===== src/ram_io_timer_cfg.svh =====
// Purpose: constants for the ram, port and interval timer block
// Assumes: included by bare name from the ram, timer and top design files
// Notes:   offsets here are address bit positions and register selectors
`ifndef RAM_IO_TIMER_CFG_SVH
`define RAM_IO_TIMER_CFG_SVH

// bus widths and memory size
`define RIO_ADDR_W        7
`define RIO_DATA_W        8
`define RIO_RAM_DEPTH     128

// address bit positions used by the decoder
`define RIO_A_EDGE_POL    0
`define RIO_A_EDGE_EN     1
`define RIO_A_PORT_SEL    2
`define RIO_A_TMR_IRQ_EN  3
`define RIO_A_TMR_WRITE   4
`define RIO_A_FLAG_SEL    0

// port register selectors on address bits 1:0
`define RIO_PREG_OUT_A    2'h0
`define RIO_PREG_DIR_A    2'h1
`define RIO_PREG_OUT_B    2'h2
`define RIO_PREG_DIR_B    2'h3

// interrupt flag register layout
`define RIO_FLAG_TIMER_BIT 7
`define RIO_FLAG_EDGE_BIT  6
`define RIO_FLAG_LOW_ZERO  6'h00
// reset values
`define RIO_PORT_RESET    8'h00
`define RIO_EDGE_POL_RST  1'b0
`define RIO_EDGE_EN_RST   1'b0
`define RIO_TMR_EN_RST    1'b0
`define RIO_TMR_CNT_RST   8'h00
// prescale: divide by 1, 8, 64, 1024 clocks, held as log2 of the divisor
`define RIO_PRESC_W       10
`define RIO_PRESC_SH_1    4'h0
`define RIO_PRESC_SH_8    4'h3
`define RIO_PRESC_SH_64   4'h6
`define RIO_PRESC_SH_1024 4'hA
`endif


===== src/rio_pkg.sv =====
// Purpose: shared types of the ram, port and interval timer block
// Assumes: nothing beyond the cfg header
// Notes:   access kinds are one-hot so a stray decode shows up at once
package rio_pkg;
    typedef logic [7:0] byte_t;
    typedef logic [1:0] presc_sel_t;

    // one bus access is exactly one of these
    typedef enum logic [6:0] {
        ACC_NONE    = 7'h01,
        ACC_RAM     = 7'h02,
        ACC_PORT    = 7'h04,
        ACC_TMR_WR  = 7'h08,
        ACC_TMR_RD  = 7'h10,
        ACC_FLAG_RD = 7'h20,
        ACC_EDGE_WR = 7'h40
    } access_t;
endpackage : rio_pkg


===== src/timer_if.sv =====
// Purpose: carrier between the bus decoder and the interval timer
// Assumes: one clock domain, strobes last one cycle
// Notes:   load and read are never high together
`timescale 1ns/1ns
`default_nettype none
interface timer_if;
    logic                load;
    logic                read;
    rio_pkg::byte_t      data;
    rio_pkg::presc_sel_t presc_sel;
    rio_pkg::byte_t      count;
    logic                flag;

    modport ctrl  (output load, output read, output data, output presc_sel,
                   input count, input flag);
    modport timer (input load, input read, input data, input presc_sel,
                   output count, output flag);
endinterface : timer_if
`default_nettype wire


===== src/rio_ram.sv =====
// Purpose: byte-wide static scratch memory with registered read data
// Assumes: one write or read per clock, address stable at the edge
// Notes:   array is not cleared by reset, as in a real static ram
`timescale 1ns/1ns
`default_nettype none
`include "ram_io_timer_cfg.svh"
module rio_ram #(
    parameter int unsigned DEPTH = `RIO_RAM_DEPTH,
    parameter int unsigned AW    = `RIO_ADDR_W,
    parameter int unsigned DW    = `RIO_DATA_W
) (
    // clock and reset
    input  wire logic          clk,
    input  wire logic          reset_n,
    // access
    input  wire logic          we,
    input  wire logic [AW-1:0] addr,
    input  wire logic [DW-1:0] wdata,
    output var  logic [DW-1:0] rdata_q
);
    logic [DW-1:0] mem [DEPTH];

    // storage, no reset so it maps onto a plain memory
    always_ff @(posedge clk) begin
        if (we) begin
            mem[addr] <= wdata;
        end
    end

    // read data always from a flop
    always_ff @(posedge clk or negedge reset_n) begin
        if (!reset_n) begin
            rdata_q <= '0;
        end else begin
            rdata_q <= mem[addr];
        end
    end
endmodule : rio_ram
`default_nettype wire


===== src/rio_interval_timer.sv =====
// Purpose: eight bit down counter with prescaler and expiry flag
// Assumes: load and read are one-cycle strobes from the decoder
// Notes:   after expiry the counter runs at the full clock rate
`timescale 1ns/1ns
`default_nettype none
`include "ram_io_timer_cfg.svh"
module rio_interval_timer #(
    parameter int unsigned PRESC_W = `RIO_PRESC_W
) (
    // clock and reset
    input  wire logic clk,
    input  wire logic reset_n,
    // decoder side
    timer_if.timer    tmr
);
    import rio_pkg::*;

    logic [PRESC_W-1:0] presc_q;
    logic [3:0]         shift_q;
    logic [PRESC_W-1:0] mask;
    logic               expired_q;
    logic               flag_q;
    byte_t              count_q;
    logic               tick;
    logic               set_flag;

    // one tick per prescaled interval, every clock once expired
    assign mask     = PRESC_W'((11'h1 << shift_q) - 11'h1);
    assign tick     = expired_q || ((presc_q & mask) == mask);
    assign set_flag = tick && (count_q == 8'h00) && !tmr.load;
    assign tmr.count = count_q;
    assign tmr.flag  = flag_q;

    // prescaler restarts with every load
    always_ff @(posedge clk or negedge reset_n) begin
        if (!reset_n) begin
            presc_q <= '0;
            shift_q <= `RIO_PRESC_SH_1;
        end else if (tmr.load) begin
            presc_q <= '0;
            case (tmr.presc_sel)
                2'h0:    shift_q <= `RIO_PRESC_SH_1;
                2'h1:    shift_q <= `RIO_PRESC_SH_8;
                2'h2:    shift_q <= `RIO_PRESC_SH_64;
                default: shift_q <= `RIO_PRESC_SH_1024;
            endcase
        end else begin
            presc_q <= presc_q + 1'b1;
        end
    end

    // counting through zero wraps to all ones by itself
    always_ff @(posedge clk or negedge reset_n) begin
        if (!reset_n) begin
            count_q <= `RIO_TMR_CNT_RST;
        end else if (tmr.load) begin
            count_q <= tmr.data;
        end else if (tick) begin
            count_q <= count_q - 8'h01;
        end
    end

    // rate stays at one clock until the next load
    always_ff @(posedge clk or negedge reset_n) begin
        if (!reset_n) begin
            expired_q <= 1'b0;
        end else if (tmr.load) begin
            expired_q <= 1'b0;
        end else if (set_flag) begin
            expired_q <= 1'b1;
        end
    end

    // set wins over a read in the same cycle
    always_ff @(posedge clk or negedge reset_n) begin
        if (!reset_n) begin
            flag_q <= 1'b0;
        end else if (set_flag) begin
            flag_q <= 1'b1;
        end else if (tmr.load || tmr.read) begin
            flag_q <= 1'b0;
        end
    end
endmodule : rio_interval_timer
`default_nettype wire


===== src/ram_io_timer_array.sv =====
// Purpose: processor-side ram, two eight bit ports, edge detect and timer
// Assumes: bus pins and port pins are synchronous to clk, one access per clk
// Notes:   read data appear one clock after the access is taken
`timescale 1ns/1ns
`default_nettype none
`include "ram_io_timer_cfg.svh"

// What this block does
// - 128 byte ram selected by chip selects
// - port A direction bit picks input or output
// - port A data read returns pin levels
// - output bits stored, driven once direction set
// - top line transition sets edge flag bit 6
// - enabled edge flag pulls interrupt low
// - edge control written by address, data ignored
// - edge flag sets regardless of direction or enable
// - reset disables edge interrupt, selects falling
// - flag register read clears edge flag
// - port B per bit direction and output
// - port B read returns output register
// - reset clears ports, bus drivers, interrupts
// - read high, drive bus only on reads
// - interrupt output active low, open drain
// - timer write loads count and prescale
// - address bit three sets timer interrupt enable
// - timer read shows remaining whole intervals
// - past zero, flag set, all ones, fast count
// - timer access clears flag; flag register layout
// - port registers versus timer by address bit two
// - timer write prescale versus edge control write
// - edge polarity and enable from address bits
module ram_io_timer_array #(
    parameter int unsigned ADDR_W = `RIO_ADDR_W
) (
    // clock and reset
    input  wire logic            clk,
    input  wire logic            reset_n,
    // processor bus
    input  wire logic            chip_select_high,
    input  wire logic            chip_select_low_n,
    input  wire logic            ram_io_select_n,
    input  wire logic            read_write,
    input  wire logic [ADDR_W-1:0] addr,
    input  wire rio_pkg::byte_t  data_in,
    output var  rio_pkg::byte_t  data_out,
    output var  logic            data_oe,
    // port A pins
    input  wire rio_pkg::byte_t  port_a_lines_in,
    output var  rio_pkg::byte_t  port_a_lines_out,
    output var  rio_pkg::byte_t  port_a_lines_oe,
    // port B pins
    input  wire rio_pkg::byte_t  port_b_lines_in,
    output var  rio_pkg::byte_t  port_b_lines_out,
    output var  rio_pkg::byte_t  port_b_lines_oe,
    // open-drain interrupt request
    output var  logic            irq_n_out,
    output var  logic            irq_n_oe
);
    import rio_pkg::*;

    // ------------------------------------------------------------------
    // state
    // ------------------------------------------------------------------
    access_t acc;
    logic    selected;
    logic    is_read;
    logic    is_write;

    byte_t   port_a_direction_q;
    byte_t   port_a_output_q;
    byte_t   port_b_direction_q;
    byte_t   port_b_output_q;

    logic    edge_pol_q;       // 0 falling, 1 rising
    logic    edge_irq_en_q;
    logic    edge_flag_q;
    logic    top_line_prev_q;
    logic    port_a_top_line;
    logic    edge_hit;

    logic    timer_irq_en_q;
    logic    irq_q;

    byte_t   rdata_d;
    byte_t   rdata_q;
    logic    rd_valid_q;
    logic    rd_from_ram_q;
    byte_t   ram_rdata_q;
    logic    ram_we;

    timer_if tmr_bus ();

    // ------------------------------------------------------------------
    // address decode
    // ------------------------------------------------------------------

    // the chip answers only with the high select up and the low select down
    assign selected = chip_select_high && !chip_select_low_n;
    assign is_read  = read_write;
    assign is_write = !read_write;

    // one access kind per clock; timer reads split on address bit zero
    always_comb begin
        if (!selected) begin
            acc = ACC_NONE;
        end else if (!ram_io_select_n) begin
            acc = ACC_RAM;
        end else if (!addr[`RIO_A_PORT_SEL]) begin
            acc = ACC_PORT;
        end else if (is_read && addr[`RIO_A_FLAG_SEL]) begin
            acc = ACC_FLAG_RD;
        end else if (is_read) begin
            acc = ACC_TMR_RD;
        end else if (addr[`RIO_A_TMR_WRITE]) begin
            acc = ACC_TMR_WR;
        end else begin
            acc = ACC_EDGE_WR;
        end
    end

    // ------------------------------------------------------------------
    // scratch ram
    // ------------------------------------------------------------------

    // all seven address lines pick the byte
    assign ram_we = (acc == ACC_RAM) && is_write;

    rio_ram #(
        .DEPTH (`RIO_RAM_DEPTH),
        .AW    (ADDR_W),
        .DW    (`RIO_DATA_W)
    ) u_ram (
        .clk     (clk),
        .reset_n (reset_n),
        .we      (ram_we),
        .addr    (addr),
        .wdata   (data_in),
        .rdata_q (ram_rdata_q)
    );

    // ------------------------------------------------------------------
    // port registers
    // ------------------------------------------------------------------

    // reset leaves every line an input with a zero output value
    always_ff @(posedge clk or negedge reset_n) begin
        if (!reset_n) begin
            port_a_output_q    <= `RIO_PORT_RESET;
            port_a_direction_q <= `RIO_PORT_RESET;
            port_b_output_q    <= `RIO_PORT_RESET;
            port_b_direction_q <= `RIO_PORT_RESET;
        end else if ((acc == ACC_PORT) && is_write) begin
            case (addr[1:0])
                `RIO_PREG_OUT_A: port_a_output_q    <= data_in;
                `RIO_PREG_DIR_A: port_a_direction_q <= data_in;
                `RIO_PREG_OUT_B: port_b_output_q    <= data_in;
                default:         port_b_direction_q <= data_in;
            endcase
        end
    end

    // a stored output bit only reaches its pin once the line is an output
    assign port_a_lines_out = port_a_output_q;
    assign port_a_lines_oe  = port_a_direction_q;
    assign port_b_lines_out = port_b_output_q;
    assign port_b_lines_oe  = port_b_direction_q;

    // ------------------------------------------------------------------
    // edge detect on the top line of port A
    // ------------------------------------------------------------------

    // the pin level is watched whatever the direction, so an output line
    // toggled by software can trip the flag as well
    assign port_a_top_line = port_a_lines_in[7];

    // previous level; resets low so no spurious falling edge can be seen
    // in the first cycle, the rising edge is not active after reset
    always_ff @(posedge clk or negedge reset_n) begin
        if (!reset_n) begin
            top_line_prev_q <= 1'b0;
        end else begin
            top_line_prev_q <= port_a_top_line;
        end
    end

    // polarity picks which transition counts
    assign edge_hit = edge_pol_q ? (port_a_top_line && !top_line_prev_q)
                                 : (!port_a_top_line && top_line_prev_q);

    // control comes from address bits; the data bus is ignored
    always_ff @(posedge clk or negedge reset_n) begin
        if (!reset_n) begin
            edge_pol_q    <= `RIO_EDGE_POL_RST;
            edge_irq_en_q <= `RIO_EDGE_EN_RST;
        end else if (acc == ACC_EDGE_WR) begin
            edge_pol_q    <= addr[`RIO_A_EDGE_POL];
            edge_irq_en_q <= addr[`RIO_A_EDGE_EN];
        end
    end

    // flag sets even with the interrupt disabled; a new edge in the same
    // cycle as a flag register read is kept, so no event is lost
    always_ff @(posedge clk or negedge reset_n) begin
        if (!reset_n) begin
            edge_flag_q <= 1'b0;
        end else if (edge_hit) begin
            edge_flag_q <= 1'b1;
        end else if (acc == ACC_FLAG_RD) begin
            edge_flag_q <= 1'b0;
        end
    end

    // ------------------------------------------------------------------
    // interval timer
    // ------------------------------------------------------------------

    // strobes into the timer; prescale comes from the low address bits
    assign tmr_bus.load      = (acc == ACC_TMR_WR);
    assign tmr_bus.read      = (acc == ACC_TMR_RD);
    assign tmr_bus.data      = data_in;
    assign tmr_bus.presc_sel = addr[1:0];

    rio_interval_timer #(
        .PRESC_W (`RIO_PRESC_W)
    ) u_timer (
        .clk     (clk),
        .reset_n (reset_n),
        .tmr     (tmr_bus.timer)
    );

    // every timer read or write re-arms the interrupt enable from bit three;
    // software reads with it low after expiry to keep the line quiet
    always_ff @(posedge clk or negedge reset_n) begin
        if (!reset_n) begin
            timer_irq_en_q <= `RIO_TMR_EN_RST;
        end else if ((acc == ACC_TMR_WR) || (acc == ACC_TMR_RD)) begin
            timer_irq_en_q <= addr[`RIO_A_TMR_IRQ_EN];
        end
    end

    // ------------------------------------------------------------------
    // interrupt request
    // ------------------------------------------------------------------

    // registered so the pin never glitches on decode hazards
    always_ff @(posedge clk or negedge reset_n) begin
        if (!reset_n) begin
            irq_q <= 1'b0;
        end else begin
            irq_q <= (edge_flag_q && edge_irq_en_q)
                  || (tmr_bus.flag && timer_irq_en_q);
        end
    end

    // open drain: only ever pulls low, the pull-up lives off chip
    assign irq_n_out = 1'b0;
    assign irq_n_oe  = irq_q;

    // ------------------------------------------------------------------
    // read path
    // ------------------------------------------------------------------

    // read mux; port A shows the pins, port B shows its output register
    // because a heavily loaded B pin may not reach a clean logic level
    always_comb begin
        rdata_d = 8'h00;
        if (acc == ACC_PORT) begin
            case (addr[1:0])
                `RIO_PREG_OUT_A: rdata_d = port_a_lines_in;
                `RIO_PREG_DIR_A: rdata_d = port_a_direction_q;
                `RIO_PREG_OUT_B: rdata_d = port_b_output_q;
                default:         rdata_d = port_b_direction_q;
            endcase
        end else if (acc == ACC_TMR_RD) begin
            rdata_d = tmr_bus.count;
        end else if (acc == ACC_FLAG_RD) begin
            rdata_d[`RIO_FLAG_TIMER_BIT] = tmr_bus.flag;
            rdata_d[`RIO_FLAG_EDGE_BIT]  = edge_flag_q;
            rdata_d[5:0] = `RIO_FLAG_LOW_ZERO;
        end
    end

    // capture read data and the drive window; values are those before any
    // clear caused by the same read
    always_ff @(posedge clk or negedge reset_n) begin
        if (!reset_n) begin
            rdata_q       <= 8'h00;
            rd_valid_q    <= 1'b0;
            rd_from_ram_q <= 1'b0;
        end else begin
            rdata_q       <= rdata_d;
            rd_valid_q    <= (acc != ACC_NONE) && is_read;
            rd_from_ram_q <= (acc == ACC_RAM) && is_read;
        end
    end

    // both sources are flops; the bus is driven for one clock per read
    assign data_out = rd_from_ram_q ? ram_rdata_q : rdata_q;
    assign data_oe  = rd_valid_q;

endmodule : ram_io_timer_array
`default_nettype wire


===== config.mk =====
export PLATFORM = sky130hd
export DESIGN_NAME = ram_io_timer_array
export DESIGN_NICKNAME = d
export VERILOG_FILES = /design/src/rio_pkg.sv /design/src/timer_if.sv /design/src/rio_ram.sv /design/src/rio_interval_timer.sv /design/src/ram_io_timer_array.sv
export VERILOG_INCLUDE_DIRS = /design/src
export SDC_FILE = /design/constraint.sdc
export NUM_CORES = 1
export LEC_CHECK = 0
export ABC_AREA = 1
export BUFFER_PORTS_ARGS = -buffer_cell sky130_fd_sc_hd__buf_2
export CAP_MARGIN = 20
export CORE_MARGIN = 3
export CORE_UTILIZATION = 41
export CTS_CLUSTER_DIAMETER = 120
export CTS_CLUSTER_SIZE = 14
export DETAILED_ROUTE_END_ITERATION = 8
export PLACE_DENSITY_LB_ADDON = 0.3
export SLEW_MARGIN = 20
export SYNTH_ARGS = -nofsm -noshare
export SYNTH_HDL_FRONTEND = slang
export SYNTH_SLANG_ARGS = --single-unit
export TNS_END_PERCENT = 10

===== constraint.sdc =====
create_clock -name clk -period 3.4 [get_ports clk]
set_input_delay 0.17 -clock clk [delete_from_list [all_inputs] [get_ports clk]]
set_output_delay 0.17 -clock clk [all_outputs]
set_load 0.1 [all_outputs]

; After elaboration in Yosys (flattened, before gate mapping)
; Memory sizes are Yosys's and may differ from the RTL's. A register that Yosys moved wholly into a read port is not among the register bits.
; Cells that the tools add are included.
[word_totals]
ff_bits = 72
ram_bits = 1024
in_bits = 37
out_inout_bits = 43
wordCells = 91
n_memories = 1
[classes]
add_sub_neg = 3
eq_ne = 10
n_shift = 1
muxes = 24
n_bitwise = 2
n_reduce_logical = 32
[memory_table]
columns = name, depth, word_bits, rd, rd_clocked_by_memory_dff, wr, line
row1 = u_ram.mem, 128, 8, 1, 1, 1, rio_ram.sv:21  ; logic [DW-1:0] mem [DEPTH];
[ops]
columns = op, count
row1 = 2-to-1 mux 8 bit, 6
row2 = 2-to-1 mux 7 bit, 6
row3 = one-hot mux 8 bit (3 select lines), 1
row4 = logical AND 1 bit, 12
row5 = one-hot mux 4 bit (3 select lines), 1
row6 = "adder 10 x 1 -> 10 bit, second input constant", 1
row7 = AND 10 bit, 1
row8 = equality test 10 bit, 1
row9 = 2-to-1 mux 10 bit, 1
row10 = "<< shifter 1 x 4 -> 10 bit, first input constant", 1
row11 = "subtractor 10 x 1 -> 10 bit, second input constant", 1
row12 = 2-to-1 mux 1 bit, 9
row13 = logical NOT 8 bit, 1
row14 = AND reduction 2 bit, 4
row15 = nonzero test 2 bit, 4
row16 = "subtractor 8 x 1 -> 8 bit, second input constant", 1
row17 = "equality test 7 x 2 -> 1 bit, second input constant", 1
row18 = "equality test 7 x 3 -> 1 bit, second input constant", 1
row19 = "equality test 7 x 4 -> 1 bit, second input constant", 1
row20 = "equality test 7 x 5 -> 1 bit, second input constant", 1
row21 = "equality test 7 x 6 -> 1 bit, second input constant", 1
row22 = "equality test 7 bit, second input constant", 1
row23 = "!= test 7 x 1 -> 1 bit, second input constant", 1
row24 = logical NOT 1 bit, 6
row25 = 6 further kinds, 8

; Logic depth before layout (Yosys ltp)
[depth]
depth_word = 11
mapped_depth = 14
mapped_depth_nobuf = 11

; By module
; Synthesis repeated with hierarchy kept, for this count alone.
[hier_totals]
hier_cells = 4896
area_unflattened_um2 = 47835.9
[by_module_without_submodules]
columns = mod, instances, cells_per_inst, area_per_inst_um2
row1 = rio_ram, 1, 4402, 43989.7
row2 = ram_io_timer_array, 1, 295, 2353.5
row3 = rio_interval_timer, 1, 199, 1492.7

; Least setup slack after synthesis
; OpenSTA, ideal clock, no wires.
[synth_timing]
path_kind = input to register
startpoint = input chip_select_high
endpoint = memory u_ram.mem[106][0] (netlist name) (enable)
setup_ns = 0.370
arrival_ns = 1.626
t_required_ns = 3.030
setup_slack_ns = 1.403
stages = 7
n_path_buf = 1
cell_sequence = inv_2 > nor2_4 > inv_2 > nor3_4 > nand3_4 > buf_6 > nor2_1
[synth_between]
elab_chain_cells = 6
[synth_rtl]
columns = element, line
row1 = start: declaration, ram_io_timer_array.sv:39  ; input wire logic chip_select_high,
row2 = logical AND 1 bit, ram_io_timer_array.sv:98  ; assign selected = chip_select_high && !chip_select_low_n;
row3 = 2-to-1 mux 7 bit, ram_io_timer_array.sv:104  ; if (!selected) begin
row4 = equality test 7 x 2 -> 1 bit, ram_io_timer_array.sv:126  ; assign ram_we = (acc == ACC_RAM) && is_write;
row5 = logical AND 1 bit, ram_io_timer_array.sv:126
row6 = 2-to-1 mux 1 bit, rio_ram.sv:25  ; if (we) begin
row7 = 2-to-1 mux 1 bit (implied by the code), rio_ram.sv:26  ; mem[addr] <= wdata;
row8 = end: declaration, rio_ram.sv:21
; No other way between the ends.

; Worst setup path in the final report
[layout_timing]
startpoint = input chip_select_low_n
endpoint = memory u_ram.mem[94][2] (netlist name) (enable)
[layout_between]
elab_chain_cells = 7
[layout_rtl]
columns = element, line
row1 = start: declaration, ram_io_timer_array.sv:40  ; input wire logic chip_select_low_n,
row2 = logical NOT 1 bit, ram_io_timer_array.sv:98
row3 = logical AND 1 bit, ram_io_timer_array.sv:98
row4 = 2-to-1 mux 7 bit, ram_io_timer_array.sv:104
row5 = equality test 7 x 2 -> 1 bit, ram_io_timer_array.sv:126
row6 = logical AND 1 bit, ram_io_timer_array.sv:126
row7 = 2-to-1 mux 1 bit, rio_ram.sv:25
row8 = 2-to-1 mux 1 bit (implied by the code), rio_ram.sv:26
; No other way between the ends.

==> metrics.md <==
| Metric | Value |
|---|---|
| Run status | finished, final reports clean |
| Post-route setup TNS | 0 ns |
| Post-layout instance area | 50980 um2 |
| Die span in y | 339.7 um |
| Count of distinct cell types in the synthesized netlist | 38 |
| Asr flop ratio synth | 7.246% |
| Endpoint required time on the critical path | 3.68 ns |
| Average cell area after synthesis | 11.00 um2 |
| Static Leakage | 19.52 nW |
| Die outline width | 339.7 um |
| ANT nets after route | 0 |
| Power density over cell area | 532.3 nW/um2 |
| Achievable frequency | 0.3171 GHz |
| Num CTS Buffers | 88 |
| # resized after CTS | 0 |
| Final GP Congestion | 0.8590 |
| Cells after synthesis | 4152 |
| Clock latency reported for the late side of the worst-skew pair | 0.66 ns |
| Share of total power in combinational logic | 9.9% |
| Vias in the first global route | 28613 |
| Area contributors post-synth | edfxtp_1, nand2_1, dfrtp_1 |
| Number of nets in the final layout | 4341 |
| Post-detailed-placement cell area | 48480 um2 |
| Max Cap Violations | 0 |
| Fill count | 9949 |
| Clock slew at reported path FFs | 0.06 ns |
| Number of non-filler instances in the completed layout | 5801 |
| Fin Clk Skew | 0.02174 ns |
| Highest routed metal layer | met4 |
| Sink Count | 1104 |
| Number of enable flip-flop cells after synthesis | 1024 |
| H-tree depth reported by CTS | 3 |
| Pin count of the biggest net entering global routing | 127 |
| Area Growth Syn to Fin | 11.66% |
| Most used flip-flop cell after synthesis | edfxtp_1 |
| Grt ovf | 0 |
| Total via count after detailed routing | 30577 |
| Crit path setup slack, layout | 0.2465 ns |
| Detail Route met3 WL | 9747 um |
| Max Slew Vio Count | 0 |
| Row count | 121 |
| Post-placement setup slack | 0.6808 ns |
| Slew at the pin closest to its max-slew limit | 0.9889 ns |
| CP Class | input pin to register |
| TritonCTS clock tree | done |
| First-pass GRT wire length | 181900 um |
| Reg power frac | 56.1% |
| Portion of synthesized cell area occupied by the leading cell type | 67.35% |
| Count of pins on the block boundary | 80 |
| RSZ-0062 raised after global routing | no |
| Critical Path Source | chip_select_low_n |
| Internal portion of total power | 20.35 mW |
| Highest fanout seen on the critical path | 12 |
| Crit. End Element | register |
| Maximum vdd drop | 0.3718 mV |
| Fraction of final layout cells sized beyond drive strength 1 | 9.114% |
| Fraction of the cycle the final worst path needs | 92.75% |
| Multi-input logic area | 11520 um2 |
| Switching share of power | 25.01% |
| Number of input and output port buffers inserted | 70 |
| Mapped Nets | 4192 |
| Routed WL per cell | 21.06 um |
| Hold Crit Start | port_a_lines_in[6] |
| Reg-to-Reg Start | u_timer.shift_q[3] |
| Post-layout min period | 3.153 ns |
| Storage element area | 32750 um2 |
| HPWL reported at the end of detailed placement | 71410 um |
| Critical path launch point type | input pin |
| Post-CTS Setup Inserts | 0 |
| Total Die Area | 115400 um2 |
| Type of the tightest min-delay check | input pin to register |
| Hold Fails Final Rpt | 0 |
| Most numerous cell types in the synthesized netlist | nand2_1, edfxtp_1, nand3_1 |
| Floorplan Core Area | 109600 um2 |
| Number of storage elements in the synthesis netlist | 1104 |
| Cell chosen for the clock root | clkbuf_16 |
| Aggregate global-route resource usage | 20.72% |
| Number of antenna violations at the first check in global routing | 5 |
| Total detailed-routing wirelength | 122200 um |
| Number of vias per cell | 5.271 |
| 1st-pass router iterations | 6 |
| Critical Path AT | 3.44 ns |
| Combined area of all synthesized cells | 45650 um2 |
| Met2 WL | 57490 um |
| Final Setup Violations | 0 |
| Maximum buffer depth of the clock tree | 3 |
| Clock group share of total power | 34.0% |
| Wire length on met1 | 52020 um |
| Post-route DRC | 0 |
| Tightest slew margin relative to the limit | 34.07% |
| Initial drt markers | 3295 |
| Synthesis Warnings | 0 |
| Hold slack | 0.01661 ns |
| Most area-hungry cell type in the Yosys netlist | edfxtp_1 |
| Most frequently used cell type in the post-synthesis netlist | nand2_1 |
| Part of the Yosys area used for sequential elements | 71.74% |
| Placed cell count | 5673 |
| Switching Power | 6.787 mW |
| Initial core utilization | 41.65% |
[cell usage in the layout (no fill, tap or decap), types with 3 or more instances in the layout]
master	n
nor2_1	244
inv_1	70
mux2_2	8
clkbuf_16	88
nand2_1	1890
nand4_1	80
clkinv_8	4
o22ai_1	6
clkbuf_1	16
a221oi_1	3
o21ai_0	57
dlygate4sd3_1	14
buf_4	184
nand3_4	8
buf_12	17
ha_1	3
nand3_1	341
a21oi_1	79
nor2_4	6
nor3_1	9
edfxtp_1	1024
inv_6	5
dfrtp_1	80
buf_2	58
nor2_2	4
[layer usage]
layer / vias to the layer above / track usage, %
met5: - / 0
met4: 0 / 5.452
met3: 168 / 3.246
met2: 1198 / 33.22
met1: 14913 / 29.52
li1: 14298 / -
[final timing paths]
kind,end,slack [ns],cells after the start
setup reg to reg,u_timer.tmr.count[4],1.23,11
hold reg to reg,port_a_lines_out[3],0.48,2
max in group asynchronous,u_ram.rdata_q[2],2.77,2
min in group asynchronous,port_a_lines_oe[2],0.13,2
setup / recovery,u_ram.mem[94][2],0.25,9
hold / removal,rdata_q[6],0.02,5
[through the flow]
stage	power (mW)	utilization (%)
after floorplan	17.19	-
after global placement	18.14	44.23
after detailed placement	18.17	44.23
after CTS	27.31	46.50
after global routing	28.10	46.50
final	27.14	46.51
[registers in the layout (all words and copies together) (netlist names)]
signal,count
u_ram.mem,1024
u_timer.presc_q,10
port_a_lines_oe,8
port_a_lines_out,8
port_b_lines_oe,8
port_b_lines_out,8
rdata_q,8
u_ram.rdata_q,8
u_timer.tmr.count,8
u_timer.shift_q,4
data_oe,1
edge_flag_q,1
edge_irq_en_q,1
edge_pol_q,1
irq_n_oe,1
rd_from_ram_q,1
timer_irq_en_q,1
top_line_prev_q,1
u_timer.expired_q,1
u_timer.tmr.flag,1
[cells by family after synthesis]
kind of cell | count (synthesis) | synth area share (%)
xor+xnor | 1 | 0.01919
other cells | 1 | 0.008214
buf+inv | 294 | 3.086
simple gates | 2590 | 23.13
flops | 1104 | 71.74
fa+ha+maj | 3 | 0.08223
mux | 8 | 0.1973
compound gates | 151 | 1.735
[power groups by stage]
stage / clock network (mW) / registers (mW) / logic [mW]
floorplan: 0 / 15.9 / 1.32
global placement: 0 / 15.5 / 2.63
global route: 9.92 / 15.2 / 2.94
finish: 9.24 / 15.2 / 2.68
CTS: 9.41 / 15.2 / 2.68
detailed placement: 0 / 15.5 / 2.66
[worst max-delay path: stages]
cell           delay [ns]
dlygate4sd3_1        0.53
buf_2                0.14
nor2_4               0.10
dlygate4sd3_1        0.57
inv_2                0.06
nor3_4               0.45
buf_4                0.28
nand3_4              0.35
nor2_1               0.79
[layout make-up]
type	instances	share of cell area, %
sequential	1104	64.25
multi-input combinational	2754	22.59
clock buffer	104	4.438
timing repair buffer	277	4.322
tap	1476	3.623
inverter	76	0.5989
clock inverter	8	0.1718
antenna	2	0.009818
[repair_timing]
action | in CTS | in global routing
setup endpoints to repair | 0 | 0
hold endpoints to repair | 92 | 0
hold buffers | 14 | 0
Power figures use the tool's default switching activity.
